--- src/common/cca_pkg.sv ---
// Purpose: Shared constants for the counter array output-mode block
// Assumes: AXI4-Lite, 32-bit data, one register per aligned word
// Notes:   Register indices are multiplied by four for byte addresses
package cca_pkg;
    // ==========================================================
    // Register indices and byte address width
    localparam logic [7:0] IDX_CTRL = 8'hd8;
    localparam logic [7:0] IDX_MODE = 8'hda;
    localparam logic [7:0] IDX_CNT_LO = 8'hf9;
    localparam logic [7:0] IDX_CNT_HI = 8'hfa;
    localparam logic [7:0] IDX_CMP_LO = 8'hfb;
    localparam logic [7:0] IDX_CMP_HI = 8'hfc;
    localparam int ADDR_W = 12;
    // ==========================================================
    // Mode register field positions
    localparam int MODE_WIDE = 7;
    localparam int MODE_MATCH = 3;
    localparam int MODE_TOG = 2;
    localparam int MODE_PULSE = 1;
    localparam int MODE_IE = 0;
    localparam logic [7:0] MODE_MASK = 8'h8f;
    // ==========================================================
    // Control register field positions
    localparam int CTRL_RUN = 6;
    localparam int CTRL_PIN = 1;
    localparam int CTRL_FLAG = 0;
    // ==========================================================
    // Reset values and responses
    localparam logic [15:0] CNT_RST = 16'h0000;
    localparam logic [15:0] CMP_RST = 16'h0000;
    localparam logic [7:0] MODE_RST = 8'h00;
    localparam logic [1:0] RESP_OKAY = 2'h0;
    localparam logic [1:0] RESP_SLVERR = 2'h2;
    // Output pin operating modes
    typedef enum logic [1:0] {
        CCA_IDLE, CCA_TOGGLE, CCA_PULSE, CCA_FREQ
    } cca_mode_t;
endpackage

--- src/hdl/cca_chan.sv ---
// Purpose: One capture/compare module driving its output pin
// Assumes: Counter and compare value come from the same clock domain
// Notes:   Mode is decoded from toggle and pulse enables each cycle
`timescale 1ns/1ns
`default_nettype none
module cca_chan (
    // Clock and reset
    input wire logic mclk,
    input wire logic sys_rst,
    // Configuration
    input wire logic match_toggle_enable,
    input wire logic pulse_mode_enable,
    input wire logic wide_pulse_select,
    input wire logic [15:0] cnt,
    input wire logic [15:0] cmp,
    // Results
    output logic module_output_pin,
    output logic match_evt
);
    cca_pkg::cca_mode_t mode;
    logic pin_ff;
    logic [7:0] target_ff;
    logic lo_match;
    logic full_match;

    // Mode decode: both enables together select frequency output
    always_comb begin
        case ({match_toggle_enable, pulse_mode_enable})
            2'b10: mode = cca_pkg::CCA_TOGGLE;
            2'b01: mode = cca_pkg::CCA_PULSE;
            2'b11: mode = cca_pkg::CCA_FREQ;
            default: mode = cca_pkg::CCA_IDLE;
        endcase
    end

    assign full_match = (cnt == cmp);
    assign lo_match = (mode == cca_pkg::CCA_FREQ) ?
        (cnt[7:0] == target_ff) : (cnt[7:0] == cmp[7:0]);
    // Event source follows the width the mode works on
    assign match_evt = ((mode == cca_pkg::CCA_FREQ) ||
        (mode == cca_pkg::CCA_PULSE && !wide_pulse_select)) ?
        lo_match : full_match;
    assign module_output_pin = pin_ff;

    // ==========================================================
    // Frequency output: next edge point advances by the high byte
    always_ff @(posedge mclk) begin
        if (sys_rst) begin
            target_ff <= 8'h00;
        end else if (mode != cca_pkg::CCA_FREQ) begin
            target_ff <= cmp[7:0];
        end else if (lo_match) begin
            target_ff <= 8'(target_ff + cmp[15:8]);
        end
    end

    // ==========================================================
    // Output pin level per mode
    always_ff @(posedge mclk) begin
        if (sys_rst) begin
            pin_ff <= 1'b0;
        end else begin
            case (mode)
                cca_pkg::CCA_TOGGLE: begin
                    if (full_match) begin
                        pin_ff <= ~pin_ff;
                    end
                end
                cca_pkg::CCA_FREQ: begin
                    if (lo_match) begin
                        pin_ff <= ~pin_ff;
                    end
                end
                cca_pkg::CCA_PULSE: begin
                    if (wide_pulse_select) begin
                        pin_ff <= (cnt >= cmp);
                    end else begin
                        pin_ff <= (cnt[7:0] >= cmp[7:0]);
                    end
                end
                default: pin_ff <= pin_ff;
            endcase
        end
    end
endmodule
`default_nettype wire

--- src/hdl/cca_top.sv ---
// Purpose: Counter array module with output modes behind AXI4-Lite
// Assumes: One clock, synchronous active-high reset
// Notes:   One capture/compare module; byte address is index times four
//
// The implementer's own choice: the AXI4-Lite interface to the registers.
`timescale 1ns/1ns
`default_nettype none
module cca_top (
    // Clock and reset
    input wire logic mclk,
    input wire logic sys_rst,
    // AXI4-Lite write address
    input wire logic [cca_pkg::ADDR_W-1:0] s_axi_awaddr,
    input wire logic s_axi_awvalid,
    output logic s_axi_awready,
    // AXI4-Lite write data
    input wire logic [31:0] s_axi_wdata,
    input wire logic [3:0] s_axi_wstrb,
    input wire logic s_axi_wvalid,
    output logic s_axi_wready,
    // AXI4-Lite write response
    output logic [1:0] s_axi_bresp,
    output logic s_axi_bvalid,
    input wire logic s_axi_bready,
    // AXI4-Lite read address
    input wire logic [cca_pkg::ADDR_W-1:0] s_axi_araddr,
    input wire logic s_axi_arvalid,
    output logic s_axi_arready,
    // AXI4-Lite read data
    output logic [31:0] s_axi_rdata,
    output logic [1:0] s_axi_rresp,
    output logic s_axi_rvalid,
    input wire logic s_axi_rready,
    // Module output and request
    output logic module_output_pin,
    output logic irq_req
);
    // Byte address of a register index
    function automatic logic [cca_pkg::ADDR_W-1:0] reg_addr(
        input logic [7:0] idx);
        reg_addr = {2'b00, idx, 2'b00};
    endfunction

    // True when the address names one of the registers
    function automatic logic mapped(input logic [cca_pkg::ADDR_W-1:0] a);
        mapped = (a == reg_addr(cca_pkg::IDX_CTRL)) ||
            (a == reg_addr(cca_pkg::IDX_MODE)) ||
            (a == reg_addr(cca_pkg::IDX_CNT_LO)) ||
            (a == reg_addr(cca_pkg::IDX_CNT_HI)) ||
            (a == reg_addr(cca_pkg::IDX_CMP_LO)) ||
            (a == reg_addr(cca_pkg::IDX_CMP_HI));
    endfunction

    logic [cca_pkg::ADDR_W-1:0] awaddr_ff;
    logic [31:0] wdata_ff;
    logic [3:0] wstrb_ff;
    logic aw_got_ff;
    logic w_got_ff;
    logic bvalid_ff;
    logic [1:0] bresp_ff;
    logic rvalid_ff;
    logic [31:0] rdata_ff;
    logic [1:0] rresp_ff;
    logic [15:0] cnt_ff;
    logic [15:0] cmp_ff;
    logic [7:0] mode_ff;
    logic run_ff;
    logic flag_ff;
    logic match_evt;
    logic wr_do;
    logic wr_lo;
    logic rd_take;
    logic flag_set;
    logic flag_clr;

    // ==========================================================
    // Write channel: address and data taken in either order
    assign s_axi_awready = !aw_got_ff && !bvalid_ff;
    assign s_axi_wready = !w_got_ff && !bvalid_ff;
    assign wr_do = aw_got_ff && w_got_ff && !bvalid_ff;
    assign wr_lo = wr_do && wstrb_ff[0];
    assign s_axi_bvalid = bvalid_ff;
    assign s_axi_bresp = bresp_ff;

    // Capture write address and data
    always_ff @(posedge mclk) begin
        if (sys_rst) begin
            aw_got_ff <= 1'b0;
            w_got_ff <= 1'b0;
            awaddr_ff <= '0;
            wdata_ff <= 32'h0000_0000;
            wstrb_ff <= 4'h0;
        end else begin
            if (s_axi_awvalid && s_axi_awready) begin
                aw_got_ff <= 1'b1;
                awaddr_ff <= s_axi_awaddr;
            end else if (wr_do) begin
                aw_got_ff <= 1'b0;
            end
            if (s_axi_wvalid && s_axi_wready) begin
                w_got_ff <= 1'b1;
                wdata_ff <= s_axi_wdata;
                wstrb_ff <= s_axi_wstrb;
            end else if (wr_do) begin
                w_got_ff <= 1'b0;
            end
        end
    end

    // Write response
    always_ff @(posedge mclk) begin
        if (sys_rst) begin
            bvalid_ff <= 1'b0;
            bresp_ff <= cca_pkg::RESP_OKAY;
        end else if (wr_do) begin
            bvalid_ff <= 1'b1;
            bresp_ff <= mapped(awaddr_ff) ? cca_pkg::RESP_OKAY :
                cca_pkg::RESP_SLVERR;
        end else if (s_axi_bready) begin
            bvalid_ff <= 1'b0;
        end
    end

    // ==========================================================
    // Configuration registers
    always_ff @(posedge mclk) begin
        if (sys_rst) begin
            mode_ff <= cca_pkg::MODE_RST;
            cmp_ff <= cca_pkg::CMP_RST;
            run_ff <= 1'b0;
        end else if (wr_lo) begin
            if (awaddr_ff == reg_addr(cca_pkg::IDX_MODE)) begin
                mode_ff <= wdata_ff[7:0] & cca_pkg::MODE_MASK;
            end
            if (awaddr_ff == reg_addr(cca_pkg::IDX_CMP_LO)) begin
                cmp_ff[7:0] <= wdata_ff[7:0];
            end
            if (awaddr_ff == reg_addr(cca_pkg::IDX_CMP_HI)) begin
                cmp_ff[15:8] <= wdata_ff[7:0];
            end
            if (awaddr_ff == reg_addr(cca_pkg::IDX_CTRL)) begin
                run_ff <= wdata_ff[cca_pkg::CTRL_RUN];
            end
        end
    end

    // ==========================================================
    // Counter: byte writes load, otherwise counts while running
    always_ff @(posedge mclk) begin
        if (sys_rst) begin
            cnt_ff <= cca_pkg::CNT_RST;
        end else if (wr_lo &&
            awaddr_ff == reg_addr(cca_pkg::IDX_CNT_LO)) begin
            cnt_ff[7:0] <= wdata_ff[7:0];
        end else if (wr_lo &&
            awaddr_ff == reg_addr(cca_pkg::IDX_CNT_HI)) begin
            cnt_ff[15:8] <= wdata_ff[7:0];
        end else if (run_ff) begin
            cnt_ff <= 16'(cnt_ff + 16'h0001);
        end
    end

    // ==========================================================
    // Event flag: set on enabled match, cleared by writing one
    assign flag_set = match_evt && mode_ff[cca_pkg::MODE_MATCH];
    assign flag_clr = wr_lo && awaddr_ff == reg_addr(cca_pkg::IDX_CTRL) &&
        wdata_ff[cca_pkg::CTRL_FLAG];
    always_ff @(posedge mclk) begin
        if (sys_rst) begin
            flag_ff <= 1'b0;
        end else if (flag_set) begin
            flag_ff <= 1'b1; // Set wins over clear
        end else if (flag_clr) begin
            flag_ff <= 1'b0;
        end
    end
    assign irq_req = flag_ff && mode_ff[cca_pkg::MODE_IE];

    // ==========================================================
    // Read channel: data registered, one cycle after address
    assign s_axi_arready = !rvalid_ff;
    assign rd_take = s_axi_arvalid && s_axi_arready;
    assign s_axi_rvalid = rvalid_ff;
    assign s_axi_rdata = rdata_ff;
    assign s_axi_rresp = rresp_ff;
    always_ff @(posedge mclk) begin
        if (sys_rst) begin
            rvalid_ff <= 1'b0;
            rdata_ff <= 32'h0000_0000;
            rresp_ff <= cca_pkg::RESP_OKAY;
        end else if (rd_take) begin
            rvalid_ff <= 1'b1;
            rresp_ff <= mapped(s_axi_araddr) ? cca_pkg::RESP_OKAY :
                cca_pkg::RESP_SLVERR;
            rdata_ff <= 32'h0000_0000;
            case (s_axi_araddr)
                reg_addr(cca_pkg::IDX_CNT_LO):
                    rdata_ff[7:0] <= cnt_ff[7:0];
                reg_addr(cca_pkg::IDX_CNT_HI):
                    rdata_ff[7:0] <= cnt_ff[15:8];
                reg_addr(cca_pkg::IDX_CMP_LO): rdata_ff[7:0] <= cmp_ff[7:0];
                reg_addr(cca_pkg::IDX_CMP_HI): rdata_ff[7:0] <= cmp_ff[15:8];
                reg_addr(cca_pkg::IDX_MODE): rdata_ff[7:0] <= mode_ff;
                reg_addr(cca_pkg::IDX_CTRL): begin
                    rdata_ff[cca_pkg::CTRL_RUN] <= run_ff;
                    rdata_ff[cca_pkg::CTRL_PIN] <= module_output_pin;
                    rdata_ff[cca_pkg::CTRL_FLAG] <= flag_ff;
                end
                default: rdata_ff <= 32'h0000_0000;
            endcase
        end else if (s_axi_rready) begin
            rvalid_ff <= 1'b0;
        end
    end

    // ==========================================================
    // Capture/compare module
    cca_chan u_chan (
        .mclk(mclk),
        .sys_rst(sys_rst),
        .match_toggle_enable(mode_ff[cca_pkg::MODE_TOG]),
        .pulse_mode_enable(mode_ff[cca_pkg::MODE_PULSE]),
        .wide_pulse_select(mode_ff[cca_pkg::MODE_WIDE]),
        .cnt(cnt_ff),
        .cmp(cmp_ff),
        .module_output_pin(module_output_pin),
        .match_evt(match_evt)
    );
endmodule
`default_nettype wire

--- config.mk ---
export PLATFORM = sky130hd
export DESIGN_NAME = cca_top
export DESIGN_NICKNAME = d
export VERILOG_FILES = /design/src/common/cca_pkg.sv /design/src/hdl/cca_chan.sv /design/src/hdl/cca_top.sv
export SDC_FILE = /design/constraint.sdc
export NUM_CORES = 1
export LEC_CHECK = 0
export ABC_AREA = 1
export BUFFER_PORTS_ARGS = -buffer_cell sky130_fd_sc_hd__buf_4
export CAP_MARGIN = 5
export CORE_MARGIN = 2
export CORE_UTILIZATION = 35
export CTS_CLUSTER_SIZE = 30
export DETAILED_ROUTE_END_ITERATION = 12
export SLEW_MARGIN = 20
export SYNTH_ARGS = -nofsm -noshare
export SYNTH_HDL_FRONTEND = slang
export SYNTH_SLANG_ARGS = --single-unit
export TNS_END_PERCENT = 20
--- constraint.sdc ---
create_clock -name mclk -period 2.2 [get_ports mclk]
set_input_delay 0.33 -clock mclk [delete_from_list [all_inputs] [get_ports mclk]]
set_output_delay 0.33 -clock mclk [all_outputs]
set_load 0.01 [all_outputs]
==> flow_metrics.tcl <==
set metrics [dict create \
    arrival_ps 2150 \
    firstDrtPassIters 5 \
    crit_required_ps 2440 \
    synth_cell_types 34 \
    synth_top_area_frac 0.306 \
    start_util 0.357 \
    synth_cells 842 \
    die_height_um 129 \
    synth_top_cell_by_area "dfxtp_1" \
    avgSynthCellArea_um2 6.45 \
    drc 0 \
    port_buffers 56 \
    p_per_area_nw_per_um2 536 \
    post_cts_buffers 0 \
    seq_area_um2 1660 \
    vias_per_cell 4.97 \
    post-route-period-util 0.871 \
    cap_violations 0 \
    grt_setup_unrepaired "no" \
    switchingPower_mw 0.887 \
    worst_setup_path_end_kind "register" \
    ys_ff_latch 83 \
    syn_to_final_growth_pct 16.3 \
    synth.most_common_cell "nand2_1" \
    drv_slew 0 \
    ys_async_sr_fraction 0 \
    comb_power_share 0.097 \
    whs_ps 229 \
    grt.total_usage 0.200 \
    cts_buffer_depth 2 \
    antenna_found_initial 0 \
    yosys-top-cells-area "dfxtp_1 31%, nand2_1 14%, inv_1 6.7%" \
    fin_setup_tns_ps 0 \
    grt.overflow.total 0 \
    crit_path_start_kind "register" \
    ant_nets 0 \
    slew_headroom 0.592 \
    p_leak_nw 2.77 \
    htreeDepth 3 \
    rows 45 \
    max_freq_mhz 522 \
    totalWireLength_mm 16.3 \
    seqPwrFrac 0.474 \
    n_antenna_cell 0 \
    place_congestion 0.943 \
    total_power_mw 3.38 \
    setup_violations 0 \
    dp_hpwl_mm 12.6 \
    placed_area_um2 6040 \
    path_clk_slew_ps 60 \
    cts_tree "yes" \
    ys.flop_type "dfxtp_1" \
    root_buffer "clkbuf_16" \
    fin_skew_ps 7.30 \
    core_area_um2 15200 \
    yosys-top-cells-count "207 x nand2_1, 97 x inv_1, 97 x nor2_1, 83 x dfxtp_1, 70 x a21oi_1" \
    worstMarginPinSlew_ps 607 \
    hold_viol 0 \
    multi_input_area_um2 3200 \
    synth_seq_area_share 0.306 \
    clk_latency_ps 350 \
    initialDrtViolationCount 324 \
    syn_area_um2 5430 \
    setup.worst_path.class "register to register" \
    worst-path-max-fanout 6 \
    wire_per_inst_um 14.8 \
    intPower_mw 2.50 \
    grt_pass1_wl_mm 25.5 \
    hold_path.class "input port to register" \
    cts_hold_buf 0 \
    cts.sinks 83 \
    finalInstanceArea_um2 6310 \
    dieWidth_um 129 \
    synth-edff-count 0 \
    drive_gt1_frac 0.125 \
    grt_start_max_net_pins 51 \
    nets 998 \
    status "completed" \
    fin_crit_ps 1920 \
    dieArea_um2 16500 \
    ys_warn_count 0 \
    ir_worst_vdd_mv 0.296 \
    nFillCells 1616 \
    num_io_pins 110 \
    switching_share 0.262 \
    numCtsBuffers 9 \
    pwr-share-clk 0.429 \
    dr_total_vias 5462 \
    grt_pass1_vias 4872 \
]
layout by cell type (no fill, tap or decap), types with 7 or more instances in the layout:
cell       netlist  layout
nand4_1         27      27
xor2_1          12      12
clkbuf_16        0       9
nor2_1          97      97
dfxtp_1         83      83
o21ai_0         68      67
inv_1           97      97
a21oi_1         70      70
xnor2_1          7       7
nand3_1         55      55
a31oi_1          7       7
buf_4           27      76
ha_1            24      24
nand2_1        207     207
conb_1           1      26
logic make-up (layout without fill, tap and decap cells):
kind of cell | after synthesis | after routing | synth area share
adders and majority gates | 25 | 25 | 0.0590
DFF | 83 | 83 | 0.306
and+or+nand+nor | 410 | 410 | 0.329
buffers and inverters | 148 | 191 | 0.123
xor gates and xnor gates | 19 | 19 | 0.0306
other | 1 | 26 | 0.000691
AOI/OAI and AO/OA | 156 | 156 | 0.152
worst max-delay path: stages (launching register included):
cell	delay, ps
dfxtp_1	560
ha_1	310
nand2_1	100
nor2_1	270
nand2_1	110
xor2_1	160
nand2_1	60
o21ai_0	90
nor2_1	100
nor2_1	50
final timing paths:
| check | start | end | slack [ps] | depth (start not counted) |
|---|---|---|---|---|
| max reg2reg | cnt_ff[1]$_SDFFE_PP0P_ | cnt_ff[8]$_SDFFE_PP0P_ | 280 | 9 |
| max | cnt_ff[1]$_SDFFE_PP0P_ | cnt_ff[8]$_SDFFE_PP0P_ | 280 | 9 |
| min reg2reg | s_axi_rdata[5]$_SDFFE_PP0P_ | s_axi_rdata[5]$_SDFFE_PP0P_ | 470 | 2 |
| min | s_axi_awaddr[8] | awaddr_ff[8]$_SDFFE_PP0P_ | 230 | 3 |
stage by stage:
| stage | worst slack [ps] | std cells | utilization |
|---|---|---|---|
| detailed placement | 203 | 1083 | 0.397 |
| global route | 63.3 | 1098 | 0.415 |
| global placement | 253 | 1083 | 0.397 |
| finish | 283 | 1098 | 0.415 |
| floorplan | 425 | 867 | - |
| CTS | 202 | 1098 | 0.415 |
power groups by stage:
stage	combinational (mW)	sequential [mW]	clock [mW]
2_1_floorplan	0.219	1.63	0
6_report	0.329	1.61	1.45
5_1_grt	0.369	1.61	1.52
3_3_place_gp	0.329	1.64	0
4_1_cts	0.332	1.60	1.47
3_5_place_dp	0.331	1.64	0
final cells by class:
type | instances | area share
Clock buffer | 11 | 0.0400
Clock inverter | 4 | 0.00376
Inverter | 100 | 0.0594
Multi-Input combinational cell | 636 | 0.506
Sequential cell | 83 | 0.263
Tap cell | 188 | 0.0372
Timing Repair Buffer | 76 | 0.0904
per-layer routing:
layer / up-vias / share of wire / GRT usage / routed length [µm]
met5: - / 0 / 0 / 0
met2: 203 / 0.47 / 0.336 / 7580
met1: 2411 / 0.45 / 0.263 / 7280
met4: 0 / 0.027 / 0.0691 / 434
li1: 2819 / - / - / -
met3: 29 / 0.060 / 0.0299 / 978
sequential cells by signal, summed over array words and instances (netlist names):
signal and cells:
aw_got_ff 1, awaddr_ff 12, cmp_ff 16, cnt_ff 16, flag_ff 1, mode_ff 5
run_ff 1, s_axi_bresp 1, s_axi_bvalid 1, s_axi_rdata 8, s_axi_rresp 1, s_axi_rvalid 1
u_chan.module_output_pin 1, u_chan.target_ff 8, w_got_ff 1, wdata_ff 8, wstrb_ff 1
repair_timing:
action | in CTS | in global routing
resized for setup | 0 | 1
setup endpoints to repair | 0 | 1
endpoints found under the hold margin | 0 | 0
(Power assumes the default switching activity.)
